===== config.mk =====
export PLATFORM = sky130hd
export DESIGN_NAME = nvs_host
export DESIGN_NICKNAME = d
export VERILOG_FILES = /design/src/core/nvs_pkg.sv /design/src/core/nvs_timer.sv /design/src/core/nvs_host.sv
export SDC_FILE = /design/constraint.sdc
export NUM_CORES = 1
export LEC_CHECK = 0
export BUFFER_PORTS_ARGS = -buffer_cell sky130_fd_sc_hd__buf_4
export CAP_MARGIN = 25
export CORE_ASPECT_RATIO = 0.5
export CORE_UTILIZATION = 50
export DETAILED_ROUTE_END_ITERATION = 8
export GPL_ROUTABILITY_DRIVEN = 0
export MAX_ROUTING_LAYER = met4
export PLACE_DENSITY = 0.71
export SLEW_MARGIN = 20
export SYNTH_ARGS = -nofsm -noshare
export SYNTH_HDL_FRONTEND = slang
export SYNTH_SLANG_ARGS = --single-unit

===== constraint.sdc =====
create_clock -name sys_clk -period 6.2 [get_ports sys_clk]
set_input_delay 0.31 -clock sys_clk [delete_from_list [all_inputs] [get_ports sys_clk]]
set_output_delay 0.31 -clock sys_clk [all_outputs]
set_load 0.05 [all_outputs]

===== src/core/nvs_pkg.sv =====
/*
  Shared types and constants for the host-side controller of a 32K x 8
  nonvolatile SRAM: pin groups, command codes, timing figures and the
  cycle counts derived from them.
  Assumes a 40 MHz system clock and a device of the slowest speed grade.
*/
// Behaviour
// Write strobe stays high during every read.
// Hardware store line stays high during accesses.
// Device ignores accesses during nonvolatile work, brownout.
// Power-up restore finishes within twenty milliseconds.
// Store finishes within 12.5 or 15 ms.
// No store happens without a write since.
// Sequence advances on each falling read edge.
// Six reads at fixed addresses, strobe high.
// Each sequence read lasts the speed-grade minimum.
// Sequence command takes up to seventy microseconds.
// Device blocks accesses until commanded work ends.
package nvs_pkg;

  // ==========================================================================
  // Pin and command carriers
  // ==========================================================================
  typedef struct packed {
    logic ce_n;
    logic oe_n;
    logic we_n;
    logic [14:0] addr;
  } nvs_pins_s;

  typedef enum logic [2:0] {
    NVS_OP_READ,
    NVS_OP_WRITE,
    NVS_OP_SW_STORE,
    NVS_OP_SW_RECALL,
    NVS_OP_HW_STORE
  } nvs_op_e;

  typedef struct packed {
    nvs_op_e op;
    logic [14:0] addr;
    logic [7:0] wdata;
  } nvs_cmd_s;

  localparam nvs_pins_s NVS_PINS_IDLE = '{ce_n: 1'b1, oe_n: 1'b1, we_n: 1'b1, addr: 15'h0000};

  // ==========================================================================
  // Timing figures as printed, and cycle counts at 40 MHz
  // ==========================================================================
  localparam real NVS_CLK_MHZ = 40.0;
  localparam real NVS_READ_CYCLE_NS = 45.0;
  localparam real NVS_WRITE_PULSE_NS = 30.0;
  localparam real NVS_HW_STORE_PULSE_NS = 15.0;
  localparam real NVS_POWERUP_RESTORE_TIME_MS = 20.0;
  localparam real NVS_STORE_TIME_COM_MS = 12.5;
  localparam real NVS_STORE_TIME_IND_MS = 15.0;
  localparam real NVS_SOFT_SEQ_TIME_US = 70.0;
  localparam real NVS_RECALL_TIME_US = 120.0;

  localparam int NVS_SYNC_STAGES = 2;
  localparam int NVS_RD_CYC = int'($ceil(NVS_READ_CYCLE_NS * NVS_CLK_MHZ / 1000.0));
  localparam int NVS_RD_HOLD_CYC = NVS_RD_CYC + NVS_SYNC_STAGES;
  localparam int NVS_WR_CYC = int'($ceil(NVS_WRITE_PULSE_NS * NVS_CLK_MHZ / 1000.0));
  localparam int NVS_HWS_CYC = int'($ceil(NVS_HW_STORE_PULSE_NS * NVS_CLK_MHZ / 1000.0));
  localparam int NVS_GAP_CYC = 1;
  localparam int NVS_SS_CYC = int'($ceil(NVS_SOFT_SEQ_TIME_US * NVS_CLK_MHZ));
  localparam int NVS_PWRUP_CYC = int'($ceil(NVS_POWERUP_RESTORE_TIME_MS * NVS_CLK_MHZ * 1000.0));
  localparam int NVS_STORE_CYC = int'($ceil(NVS_STORE_TIME_IND_MS * NVS_CLK_MHZ * 1000.0));
  localparam int NVS_STORE_COM_CYC = int'($ceil(NVS_STORE_TIME_COM_MS * NVS_CLK_MHZ * 1000.0));
  localparam int NVS_RECALL_CYC = int'($ceil(NVS_RECALL_TIME_US * NVS_CLK_MHZ));

  localparam int NVS_TMR_W = 21;
  localparam int NVS_SEQ_LEN = 6;

  // ==========================================================================
  // Software sequence addresses; the last entry selects store or recall
  // ==========================================================================
  typedef logic [14:0] nvs_seq_t [NVS_SEQ_LEN];
  localparam nvs_seq_t NVS_SEQ_ADDR = '{15'h0e38, 15'h31c7, 15'h03e0, 15'h3c1f,
                                        15'h303f, 15'h0fc0};
  localparam logic [14:0] NVS_SEQ_STORE_LAST = 15'h0fc0;
  localparam logic [14:0] NVS_SEQ_RECALL_LAST = 15'h0c63;

endpackage : nvs_pkg


===== src/core/nvs_timer.sv =====
/*
  Down-counter used by the controller for every timed wait; S_BUSY waits on the store line instead.
  Assumes the loaded count is at least one; expired is high while idle.
*/
module nvs_timer (
  input wire logic sys_clk,
  input wire logic rst_n,
  input wire logic load,
  input wire logic [nvs_pkg::NVS_TMR_W-1:0] count,
  output logic expired
);
  import nvs_pkg::*;

  logic [NVS_TMR_W-1:0] cnt_q;

  always_ff @(posedge sys_clk or negedge rst_n) begin
    if (!rst_n) begin
      cnt_q <= '0;
    end else if (load) begin
      cnt_q <= count;
    end else if (cnt_q != '0) begin
      cnt_q <= cnt_q - 1'b1;
    end
  end

  assign expired = (cnt_q == '0);

endmodule : nvs_timer


===== src/core/nvs_host.sv =====
/*
  Host controller that drives a 32K x 8 nonvolatile SRAM through its
  asynchronous pins: plain reads and writes, the six-read software
  store/recall sequence and a hardware store request, with the waits
  the device needs after power-up and nonvolatile work.
  Assumes the data bus and the hardware store line are resolved outside
  from the enables, and that power_ok_pin reports the supply threshold.
*/
module nvs_host #(
  parameter int PWRUP_CYC = nvs_pkg::NVS_PWRUP_CYC,
  parameter int STORE_CYC = nvs_pkg::NVS_STORE_CYC,
  parameter int RECALL_CYC = nvs_pkg::NVS_RECALL_CYC
) (
  input wire logic sys_clk,
  input wire logic rst_n,
  input wire logic cmd_valid,
  input nvs_pkg::nvs_cmd_s cmd,
  output logic cmd_ready,
  output logic rsp_valid,
  output logic [7:0] rsp_rdata,
  output logic dirty,
  output nvs_pkg::nvs_pins_s pins,
  input wire logic [7:0] data_in,
  output logic [7:0] data_out,
  output logic data_oe,
  input wire logic hw_store_req_n_in,
  output logic hw_store_req_n_out,
  output logic hw_store_req_n_oe,
  input wire logic power_ok_pin
);
  import nvs_pkg::*;

  typedef enum {
    S_PWRUP, S_IDLE, S_RD, S_GAP, S_WR, S_WHOLD, S_HWS, S_NV, S_BUSY
  } nvs_state_e;

  // ==========================================================================
  // Pin synchronisers
  // ==========================================================================
  logic [7:0] data_m_q, data_s_q;
  logic hws_m_q, hws_s_q, pwr_m_q, pwr_s_q;

  always_ff @(posedge sys_clk or negedge rst_n) begin
    if (!rst_n) begin
      data_m_q <= 8'h00;
      data_s_q <= 8'h00;
      hws_m_q <= 1'b1;
      hws_s_q <= 1'b1;
      pwr_m_q <= 1'b0;
      pwr_s_q <= 1'b0;
    end else begin
      data_m_q <= data_in;
      data_s_q <= data_m_q;
      hws_m_q <= hw_store_req_n_in;
      hws_s_q <= hws_m_q;
      pwr_m_q <= power_ok_pin;
      pwr_s_q <= pwr_m_q;
    end
  end

  // ==========================================================================
  // Timer
  // ==========================================================================
  logic tmr_load_q;
  logic [NVS_TMR_W-1:0] tmr_count_q;
  logic tmr_expired;
  logic tmr_done;

  nvs_timer u_timer (
    .sys_clk(sys_clk),
    .rst_n(rst_n),
    .load(tmr_load_q),
    .count(tmr_count_q),
    .expired(tmr_expired)
  );

  // The load takes effect one edge late, so a stale expiry is masked.
  assign tmr_done = tmr_expired && !tmr_load_q;

  function automatic logic [NVS_TMR_W-1:0] cyc(input int n);
    cyc = NVS_TMR_W'(n);
  endfunction : cyc

  function automatic logic [14:0] seq_addr(input logic [2:0] idx, input logic recall);
    if (idx == 3'(NVS_SEQ_LEN - 1)) begin
      seq_addr = recall ? NVS_SEQ_RECALL_LAST : NVS_SEQ_STORE_LAST;
    end else begin
      seq_addr = NVS_SEQ_ADDR[idx];
    end
  endfunction : seq_addr

  // ==========================================================================
  // Sequencer
  // ==========================================================================
  nvs_state_e state_q;
  nvs_cmd_s cmd_q;
  nvs_pins_s pins_q;
  logic [2:0] seq_idx_q;
  logic seq_q;
  logic dirty_q;
  logic ready_q, rsp_valid_q;
  logic [7:0] rdata_q, dout_q;
  logic doe_q, hws_oe_q;

  always_ff @(posedge sys_clk or negedge rst_n) begin
    if (!rst_n) begin
      state_q <= S_PWRUP;
      cmd_q <= '0;
      pins_q <= NVS_PINS_IDLE;
      seq_idx_q <= 3'h0;
      seq_q <= 1'b0;
      ready_q <= 1'b0;
      rsp_valid_q <= 1'b0;
      rdata_q <= 8'h00;
      dout_q <= 8'h00;
      doe_q <= 1'b0;
      hws_oe_q <= 1'b0;
      tmr_load_q <= 1'b1;
      tmr_count_q <= NVS_TMR_W'(PWRUP_CYC);
    end else begin
      tmr_load_q <= 1'b0;
      rsp_valid_q <= 1'b0;
      unique case (state_q)
        S_PWRUP: begin
          // A supply dip restarts the restore wait from the top.
          if (!pwr_s_q) begin
            tmr_load_q <= 1'b1;
            tmr_count_q <= cyc(PWRUP_CYC);
          end else if (tmr_done && hws_s_q) begin
            state_q <= S_IDLE;
            ready_q <= 1'b1;
          end
        end
        S_IDLE: begin
          if (!pwr_s_q) begin
            state_q <= S_PWRUP;
            ready_q <= 1'b0;
            tmr_load_q <= 1'b1;
            tmr_count_q <= cyc(PWRUP_CYC);
          end else if (!hws_s_q) begin
            // A store started elsewhere owes the command port no response.
            state_q <= S_BUSY;
            ready_q <= 1'b0;
            cmd_q.op <= NVS_OP_READ;
          end else if (cmd_valid) begin
            ready_q <= 1'b0;
            cmd_q <= cmd;
            seq_idx_q <= 3'h0;
            tmr_load_q <= 1'b1;
            unique case (cmd.op)
              NVS_OP_READ: begin
                seq_q <= 1'b0;
                pins_q <= '{ce_n: 1'b0, oe_n: 1'b0, we_n: 1'b1, addr: cmd.addr};
                tmr_count_q <= cyc(NVS_RD_HOLD_CYC);
                state_q <= S_RD;
              end
              NVS_OP_WRITE: begin
                pins_q <= '{ce_n: 1'b0, oe_n: 1'b1, we_n: 1'b0, addr: cmd.addr};
                dout_q <= cmd.wdata;
                doe_q <= 1'b1;
                tmr_count_q <= cyc(NVS_WR_CYC);
                state_q <= S_WR;
              end
              NVS_OP_SW_STORE, NVS_OP_SW_RECALL: begin
                seq_q <= 1'b1;
                pins_q <= '{ce_n: 1'b0, oe_n: 1'b0, we_n: 1'b1,
                            addr: seq_addr(3'h0, cmd.op == NVS_OP_SW_RECALL)};
                tmr_count_q <= cyc(NVS_RD_HOLD_CYC);
                state_q <= S_RD;
              end
              NVS_OP_HW_STORE: begin
                hws_oe_q <= 1'b1;
                tmr_count_q <= cyc(NVS_HWS_CYC);
                state_q <= S_HWS;
              end
              default: begin
                rsp_valid_q <= 1'b1;
                ready_q <= 1'b1;
              end
            endcase
          end
        end
        S_RD: begin
          if (tmr_done) begin
            // Releasing both strobes gives the next read a fresh falling edge.
            pins_q.ce_n <= 1'b1;
            pins_q.oe_n <= 1'b1;
            rdata_q <= data_s_q;
            tmr_load_q <= 1'b1;
            tmr_count_q <= cyc(NVS_GAP_CYC);
            state_q <= S_GAP;
          end
        end
        S_GAP: begin
          if (tmr_done) begin
            if (seq_q && seq_idx_q != 3'(NVS_SEQ_LEN - 1)) begin
              seq_idx_q <= seq_idx_q + 3'h1;
              pins_q <= '{ce_n: 1'b0, oe_n: 1'b0, we_n: 1'b1,
                          addr: seq_addr(seq_idx_q + 3'h1,
                                         cmd_q.op == NVS_OP_SW_RECALL)};
              tmr_load_q <= 1'b1;
              tmr_count_q <= cyc(NVS_RD_HOLD_CYC);
              state_q <= S_RD;
            end else if (seq_q) begin
              tmr_load_q <= 1'b1;
              if (cmd_q.op == NVS_OP_SW_RECALL) begin
                tmr_count_q <= cyc(NVS_SS_CYC + RECALL_CYC);
              end else if (dirty_q) begin
                tmr_count_q <= cyc(NVS_SS_CYC + STORE_CYC);
              end else begin
                tmr_count_q <= cyc(NVS_SS_CYC);
              end
              state_q <= S_NV;
            end else begin
              rsp_valid_q <= 1'b1;
              ready_q <= 1'b1;
              state_q <= S_IDLE;
            end
          end
        end
        S_WR: begin
          if (tmr_done) begin
            pins_q.we_n <= 1'b1;
            pins_q.ce_n <= 1'b1;
            tmr_load_q <= 1'b1;
            tmr_count_q <= cyc(NVS_GAP_CYC);
            state_q <= S_WHOLD;
          end
        end
        S_WHOLD: begin
          if (tmr_done) begin
            doe_q <= 1'b0;
            rsp_valid_q <= 1'b1;
            ready_q <= 1'b1;
            state_q <= S_IDLE;
          end
        end
        S_HWS: begin
          if (tmr_done) begin
            hws_oe_q <= 1'b0;
            tmr_load_q <= 1'b1;
            tmr_count_q <= dirty_q ? cyc(STORE_CYC) : cyc(NVS_GAP_CYC);
            state_q <= S_NV;
          end
        end
        S_NV: begin
          if (tmr_done) begin
            state_q <= S_BUSY;
          end
        end
        S_BUSY: begin
          // The device holds the store line low while it is still busy.
          if (hws_s_q) begin
            rsp_valid_q <= seq_or_hws(cmd_q.op);
            ready_q <= 1'b1;
            state_q <= S_IDLE;
          end
        end
      endcase
    end
  end

  function automatic logic seq_or_hws(input nvs_op_e op);
    seq_or_hws = (op == NVS_OP_SW_STORE) || (op == NVS_OP_SW_RECALL) ||
                 (op == NVS_OP_HW_STORE);
  endfunction : seq_or_hws

  // ==========================================================================
  // Dirty tracking
  // ==========================================================================
  // Cleared when this controller launches a store or recall (not on an external store), so a write that lands
  // later still forces the next store to be waited out in full.
  always_ff @(posedge sys_clk or negedge rst_n) begin
    if (!rst_n) begin
      dirty_q <= 1'b1;
    end else if (state_q == S_IDLE && cmd_valid && pwr_s_q && hws_s_q &&
                 cmd.op == NVS_OP_WRITE) begin
      dirty_q <= 1'b1;
    end else if ((state_q == S_GAP && tmr_done && seq_q &&
                  seq_idx_q == 3'(NVS_SEQ_LEN - 1)) ||
                 (state_q == S_HWS && tmr_done)) begin
      dirty_q <= 1'b0;
    end
  end

  assign cmd_ready = ready_q;
  assign rsp_valid = rsp_valid_q;
  assign rsp_rdata = rdata_q;
  assign dirty = dirty_q;
  assign pins = pins_q;
  assign data_out = dout_q;
  assign data_oe = doe_q;
  assign hw_store_req_n_out = 1'b0;
  assign hw_store_req_n_oe = hws_oe_q;

endmodule : nvs_host


==> results of run 1 <==
[registers in the layout (all words and copies together) (netlist names), 4 cells and up]
register,flops
state_q,4
tmr_count_q,13
data_m_q,8
rsp_rdata,8
data_s_q,8
u_timer.cnt_q,21
pins,18
data_out,8
[critical path, delay by kind of cell, from the launching register on]
kind	cells	cell delay [ns]
simple gates	3	1.14
compound gates	1	0.55
mux	1	0.39
flops	1	0.38
fa+ha+maj	1	0.17
buf+inv	1	0.11
[per-layer routing]
layer / vias up / GRT usage (%)
li1: 1953 / -
met1: 1962 / 33.3
met2: 149 / 34.0
met3: 20 / 5.15
met4: 0 / 7.29
met5: - / -
[cells in the mapped netlist (8+ instances only)]
library cell   n
o22ai_1        8
nor2_1        31
dfrtp_1       94
a21oi_1       27
nor4_1         8
dfstp_2       11
nor3_1        14
clkbuf_1      17
mux2i_1       13
nand2_1       43
o21ai_0       31
xnor2_1       10
inv_1         23
mux2_2        28
nand3_1       17
nor2b_1       11
[layout make-up]
| class | instances | area, µm² | share of cell area (%) |
|---|---|---|---|
| multi-input combinational | 354 | 2360 | 38.3 |
| clock buffer | 10 | 229 | 3.71 |
| tap | 135 | 169 | 2.74 |
| timing repair buffer | 80 | 603 | 9.78 |
| sequential | 105 | 2640 | 42.8 |
| clock inverter | 6 | 73.8 | 1.20 |
| inverter | 23 | 86.3 | 1.40 |
[worst max path at each step]
stage	slack [ns]	cells after the start	from	to
2_1_floorplan	3.93	8	u_timer.cnt_q[0]$_DFFE_PN0P_	pins[5]$_DFFE_PN0P_
3_3_place_gp	3.37	7	u_timer.cnt_q[0]$_DFFE_PN0P_	pins[5]$_DFFE_PN0P_
3_5_place_dp	3.36	7	u_timer.cnt_q[0]$_DFFE_PN0P_	pins[6]$_DFFE_PN0P_
4_1_cts	3.33	7	u_timer.cnt_q[0]$_DFFE_PN0P_	pins[5]$_DFFE_PN0P_
5_1_grt	3.12	7	u_timer.cnt_q[0]$_DFFE_PN0P_	pins[5]$_DFFE_PN0P_
6_report	3.33	7	u_timer.cnt_q[0]$_DFFE_PN0P_	pins[5]$_DFFE_PN0P_
[where the power goes]
part	total (mW)	switching, mW	internal, mW
combinational	1.20	0.716	0.479
clock	0.584	0.265	0.319
sequential	1.12	0.239	0.882
total	2.90	1.22	1.68
[stage by stage]
| stage | area [µm²] | hold WS, ns | worst slack (ns) | power [mW] |
|---|---|---|---|---|
| 3_3_place_gp | 5850 | 0.305 | 3.37 | 2.30 |
| 2_1_floorplan | 5210 | 0.0144 | 3.93 | 2.01 |
| 4_1_cts | 6160 | 0.0500 | 3.33 | 2.91 |
| 5_1_grt | 6160 | 0.0456 | 3.12 | 3.09 |
| 6_report | 6160 | 0.0596 | 3.33 | 2.90 |
| 3_5_place_dp | 5850 | 0.302 | 3.36 | 2.31 |
[cells by family after synthesis]
logic type               count (synthesis)  share of synthesized area, %
buffers and inverters                   48                          3.94
AO/OA/AOI/OAI                          115                          14.2
adder cells (fa/ha/maj)                  5                          1.20
AND/OR/NAND/NOR                        173                          18.0
flip-flops                             105                          50.7
multiplexers                            45                          9.42
XOR/XNOR                                15                          2.52
other                                    1                        0.0720
[what timing repair did]
| action | 4_1_cts | 5_1_grt |
|---|---|---|
| hold buffers | 1 | 0 |
| endpoints found under the setup margin | 0 | 0 |
| hold endpoints to repair | 31 | 0 |
==> summary.md, run 1 <==
| Metric | Value |
|---|---|
| Outcome | `completed` |
| P per Cell Area | `470 mW/mm²` |
| Routed met2 length | `4900 µm` |
| Top-area cell type share of the netlist area | `45.2%` |
| Initial core utilization | `53.4%` |
| Width of the die | `146 µm` |
| Final Non-Filler Cells | `713` |
| Hold Path Stages | `1` |
| RSZ-0062 raised after global routing | `no` |
| Final min period | `2.87 ns` |
| All-layer global routing usage | `23.6%` |
| Post-DR wirelength/cell | `16.3 µm` |
| Row count | `25` |
| Hold Path End | `pwr_m_q$_DFF_PN0_` |
| CP Launch Type | `register` |
| Final Util | `63.2%` |
| Hold path start | `power_ok_pin` |
| Filler instances | `822` |
| YS warnings | `0` |
| Crit path max fanout | `15` |
| Worst setup EP type | `register` |
| Area contributors post-synth | `dfrtp_1 (45%), mux2_2 (6.1%), dfstp_2 (5.5%), nand2_1 (3.1%), o21ai_0 (3.0%)` |
| Hold crit path type | `in2reg` |
| Largest area contributor in the netlist | `dfrtp_1` |
| Initial antenna violation count | `0` |
| Syn Inst Count | `507` |
| Setup violators final | `0` |
| Nets | `617` |
| CTS resizes | `0` |
| Vias | `4084` |
| HPWL after DPL | `8120 µm` |
| Commonest non-fill, non-tap cells in the layout | `dfrtp_1 (94), buf_4 (79), nand2_1 (43)` |
| CTS H-Tree Depth | `3` |
| CP arrival | `3.11 ns` |
| Post-CTS Setup Bufs | `0` |
| N_diodes | `0` |
| Worst slew margin | `44.9%` |
| Reg2reg start | `u_timer.cnt_q[0]$_DFFE_PN0P_` |
| #FFs+latches synth | `105` |
| R2R setup slack | `3.33 ns` |
| Crit share post-route | `46.3%` |
| Area delta synth->final | `18.4%` |
| P_leak | `2.76 nW` |
| Worst skew pair latency | `0.35 ns` |
| CTS root buf | `clkbuf_16` |
| Global-route wire length before repair | `19100 µm` |
| Post-synth EDFFs | `0` |
| I/O pin count | `79` |
| Final Hold Vio Count | `0` |
| Reg-to-Reg End | `pins[5]$_DFFE_PN0P_` |
| Worst Skew | `0.00813 ns` |
| Share of layout cells above drive strength 1 | `26.5%` |
| Reg2Reg Depth | `7` |
| Netlist Area Pre-Place | `0.00521 mm²` |
| CORE AREA | `0.00976 mm²` |
| Post-route DRC | `0` |
| Syn avg cell area | `10.3 µm²` |
| Largest net degree at the start of global routing | `69` |
| CP max-delay cell | `or4_1` |
| Top sig layer | `met4` |
| Fmax | `0.348 GHz` |
| Die area | `0.0109 mm²` |
| CTS clock-pin slew for the worst setup and hold paths | `0.07 ns` |
| Max_cap viols | `0` |
| DRT Pass-1 Iters | `5` |
| Remaining global-route overflow | `0` |
| Drt via density | `5.73` |
| Placed cells | `696` |
| DRT iter0 DRCs | `318` |
| DIE HEIGHT | `74.2 µm` |
| CTS tree | `built` |
| Setup CP Type | `reg2reg` |
| WP data required | `6.44 ns` |
| Async set-reset flop share out of synthesis | `100%` |
| Most used DFF post-synth | `dfrtp_1` |
| Synth cell types | `67` |
| Slew Limit Fails | `0` |
| Most common cell after layout, fill and taps aside | `dfrtp_1` |
| Max stage delay on crit path | `0.62 ns` |
| Crit path cell chain | `inv_1 -> ha_1 -> nor4b_1 -> nand4_1 -> or4_1 -> a21oi_4 -> mux2_2` |
| M1 WL | `5770 µm` |
| Port bufs | `77` |
| Seq/Total Area, Yosys | `50.7%` |
| Setup TNS | `0 ns` |
| Least-Margin Pin Slew | `0.826 ns` |
| Max rail drop VDD | `0.237 mV` |
| Max clock buf depth | `2` |
| Number of global-route vias before repair | `3771` |
| WL met3 | `755 µm` |
| Clk sinks | `105` |
| TritonCTS Buffers | `9` |
| Post-synth net total | `551` |
| WL final | `11600 µm` |
| DRT antenna net count | `0` |
Power figures use the tool's default switching activity.
==> inputs of run 2 (changes only) <==
Clock period 6.2 ns to 2.97 ns, I/O delays scaled along.
==> run 2 against run 1 <==
Fmax is 7.1% higher. Design area is 3.6% higher. Combinational power is 130% higher. Sequential power is 98% higher. Non-clock buffer count is 25 higher. Power is 110% higher. Clock power is 110% higher. Critical path depth is 1 higher. Flip-flop and latch count stayed put. Utilization is 2.3 points higher. Global-route usage is 1.6 points higher.
==> summary.md, run 2 (synthesis gave the netlist of run 1 again) <==
| Metric | Value |
|---|---|
| Outcome | `completed` |
| P_leak | `2.88 nW (+4.5%)` |
| Initial core utilization | `53.4% (unchanged)` |
| DRT antenna net count | `0 (unchanged)` |
| Largest Register | `u_timer.cnt_q` |
| Worst setup EP type | `register` |
| Largest net degree at the start of global routing | `53 (-23%)` |
| Fmax | `0.373 GHz (+7.1%)` |
| CORE AREA | `0.00976 mm² (unchanged)` |
| CTS tree | `built` |
| Vias | `4140 (+1.4%)` |
| TritonCTS Buffers | `9 (unchanged)` |
| Crit path max fanout | `10 (-5)` |
| Largest register FFs | `21 (unchanged)` |
| Setup TNS | `0 ns (unchanged)` |
| All-layer global routing usage | `25.2% (+1.6 points)` |
| R2R setup slack | `0.29 ns (-3.04 ns)` |
| Post-DR wirelength/cell | `16.2 µm (-0.44%)` |
| Post-route DRC | `0 (unchanged)` |
| Reg2reg start | `u_timer.cnt_q[0]$_DFFE_PN0P_` |
| Final Util | `65.4% (+2.3 points)` |
| Row count | `25 (unchanged)` |
| CTS Hold Bufs | `11 (+10)` |
| Remaining global-route overflow | `0 (unchanged)` |
| Pre-CTS setup slack | `0.324 ns (-3.03 ns)` |
| Final total power | `6.18 mW (+110%)` |
| Commonest non-fill, non-tap cells in the layout | `dfrtp_1 (94), buf_4 (94), nand2_1 (43)` |
| Drt via density | `5.61 (-2.1%)` |
| Area delta synth->final | `22.6%` |
| Number of global-route vias before repair | `4051 (+7.4%)` |
| Max_cap viols | `0 (unchanged)` |
| Max clock buf depth | `2 (unchanged)` |
| WP data required | `3.25 ns (-3.19 ns)` |
| WL final | `11900 µm (+3.0%)` |
| Max rail drop VDD | `0.430 mV (+82%)` |
| Share of layout cells above drive strength 1 | `28.0% (+1.6 points)` |
| Worst Skew | `0.00787 ns (-0.000268 ns)` |
| CTS root buf | `clkbuf_16` |
| Clk sinks | `105 (unchanged)` |
| HPWL after DPL | `8600 µm (+5.9%)` |
| Final Hold Vio Count | `0 (unchanged)` |
| DRT iter0 DRCs | `341 (+7.2%)` |
| CTS resizes | `0 (unchanged)` |
| Hold crit path type | `in2reg` |
| Initial antenna violation count | `0 (unchanged)` |
| Filler instances | `805 (-2.1%)` |
| Multi-input logic area | `0.00236 mm² (unchanged)` |
| Least-Margin Pin Slew | `0.856 ns (+0.0299 ns)` |
| Final Non-Filler Cells | `738 (+3.5%)` |
| Final min period | `2.68 ns (-0.190 ns)` |
| DRT Pass-1 Iters | `5 (unchanged)` |
| Reg area | `0.00264 mm² (unchanged)` |
| CP arrival | `2.96 ns (-0.15 ns)` |
| CTS clock-pin slew for the worst setup and hold paths | `0.07 ns (about the same)` |
| I/O pin count | `79 (unchanged)` |
| RSZ-0062 raised after global routing | `no` |
| Crit share post-route | `90.4% (+44 points)` |
| Slew Limit Fails | `0 (unchanged)` |
| Worst skew pair latency | `0.35 ns (about the same)` |
| Port bufs | `77 (unchanged)` |
| Setup violators final | `0 (unchanged)` |
| Placed cells | `711 (+2.2%)` |
| DIE HEIGHT | `74.2 µm (unchanged)` |
| Crit. Startpoint | `u_timer.cnt_q[0]$_DFFE_PN0P_` |
| N_diodes | `0 (unchanged)` |
| Final WS setup | `0.287 ns (-3.04 ns)` |
| CTS H-Tree Depth | `3 (unchanged)` |
| CP Launch Type | `register` |
| P per Cell Area | `969 mW/mm² (+110%)` |
| Nets | `642 (+4.1%)` |
| Hold path start | `cmd[0]` |
| Die area | `0.0109 mm² (unchanged)` |
| Worst slew margin | `42.5% (-2.4 points)` |
| Global-route wire length before repair | `20500 µm (+7.2%)` |
| Post-CTS Setup Bufs | `0 (unchanged)` |
| Setup CP Type | `reg2reg` |
| Width of the die | `146 µm (unchanged)` |
-- run 2: power by group --
part | switching, mW | internal [mW]
registers | 0.381 | 1.84
clock network | 0.536 | 0.687
logic | 1.65 | 1.09
total | 2.56 | 3.62
-- run 2: per-layer routing --
| metal | vias up | share of wire, % | GRT usage, % |
|---|---|---|---|
| li1 | 1998 | - | - |
| met1 | 1983 | 49 | 35.0 |
| met2 | 146 | 43 | 37.5 |
| met3 | 13 | 6.4 | 5.89 |
| met4 | 0 | 1.1 | 6.25 |
| met5 | - | 0 | - |
-- run 2: path summary, 6_finish.rpt --
| kind | endpoint | cells past startpoint |
|---|---|---|
| max reg2reg | pins[8]$_DFFE_PN0P_ | 8 |
| min in group asynchronous | data_out[6]$_DFFE_PN0P_ | 2 |
| max in group asynchronous | tmr_count_q[10]$_DFFE_PN1P_ | 3 |
| max | pins[8]$_DFFE_PN0P_ | 8 |
| min reg2reg | data_s_q[5]$_DFF_PN0_ | 0 |
| min | data_out[0]$_DFFE_PN0P_ | 2 |
-- run 2: area by class of cell --
type | count | area share, %
timing repair buffer | 105 | 12.8
sequential | 105 | 41.4
clock buffer | 10 | 3.74
multi-input combinational | 354 | 37.0
clock inverter | 6 | 1.12
tap | 135 | 2.65
inverter | 23 | 1.35
-- run 2: worst max-delay path, cell delays in order, from the launching register on --
cell,delay (ns)
dfrtp_1,0.38
inv_1,0.12
ha_1,0.17
nor4b_1,0.35
nand4_1,0.17
or4_1,0.57
a21oi_4,0.42
buf_4,0.24
mux2i_1,0.18
-- run 2: metrics by stage --
step	hold slack, ns	instance area [µm²]
finish	0.0322	6380
global route	0.0265	6380
CTS	0.0225	6380
detailed placement	0.216	5960
global placement	0.212	5960
floorplan	-0.147	5210
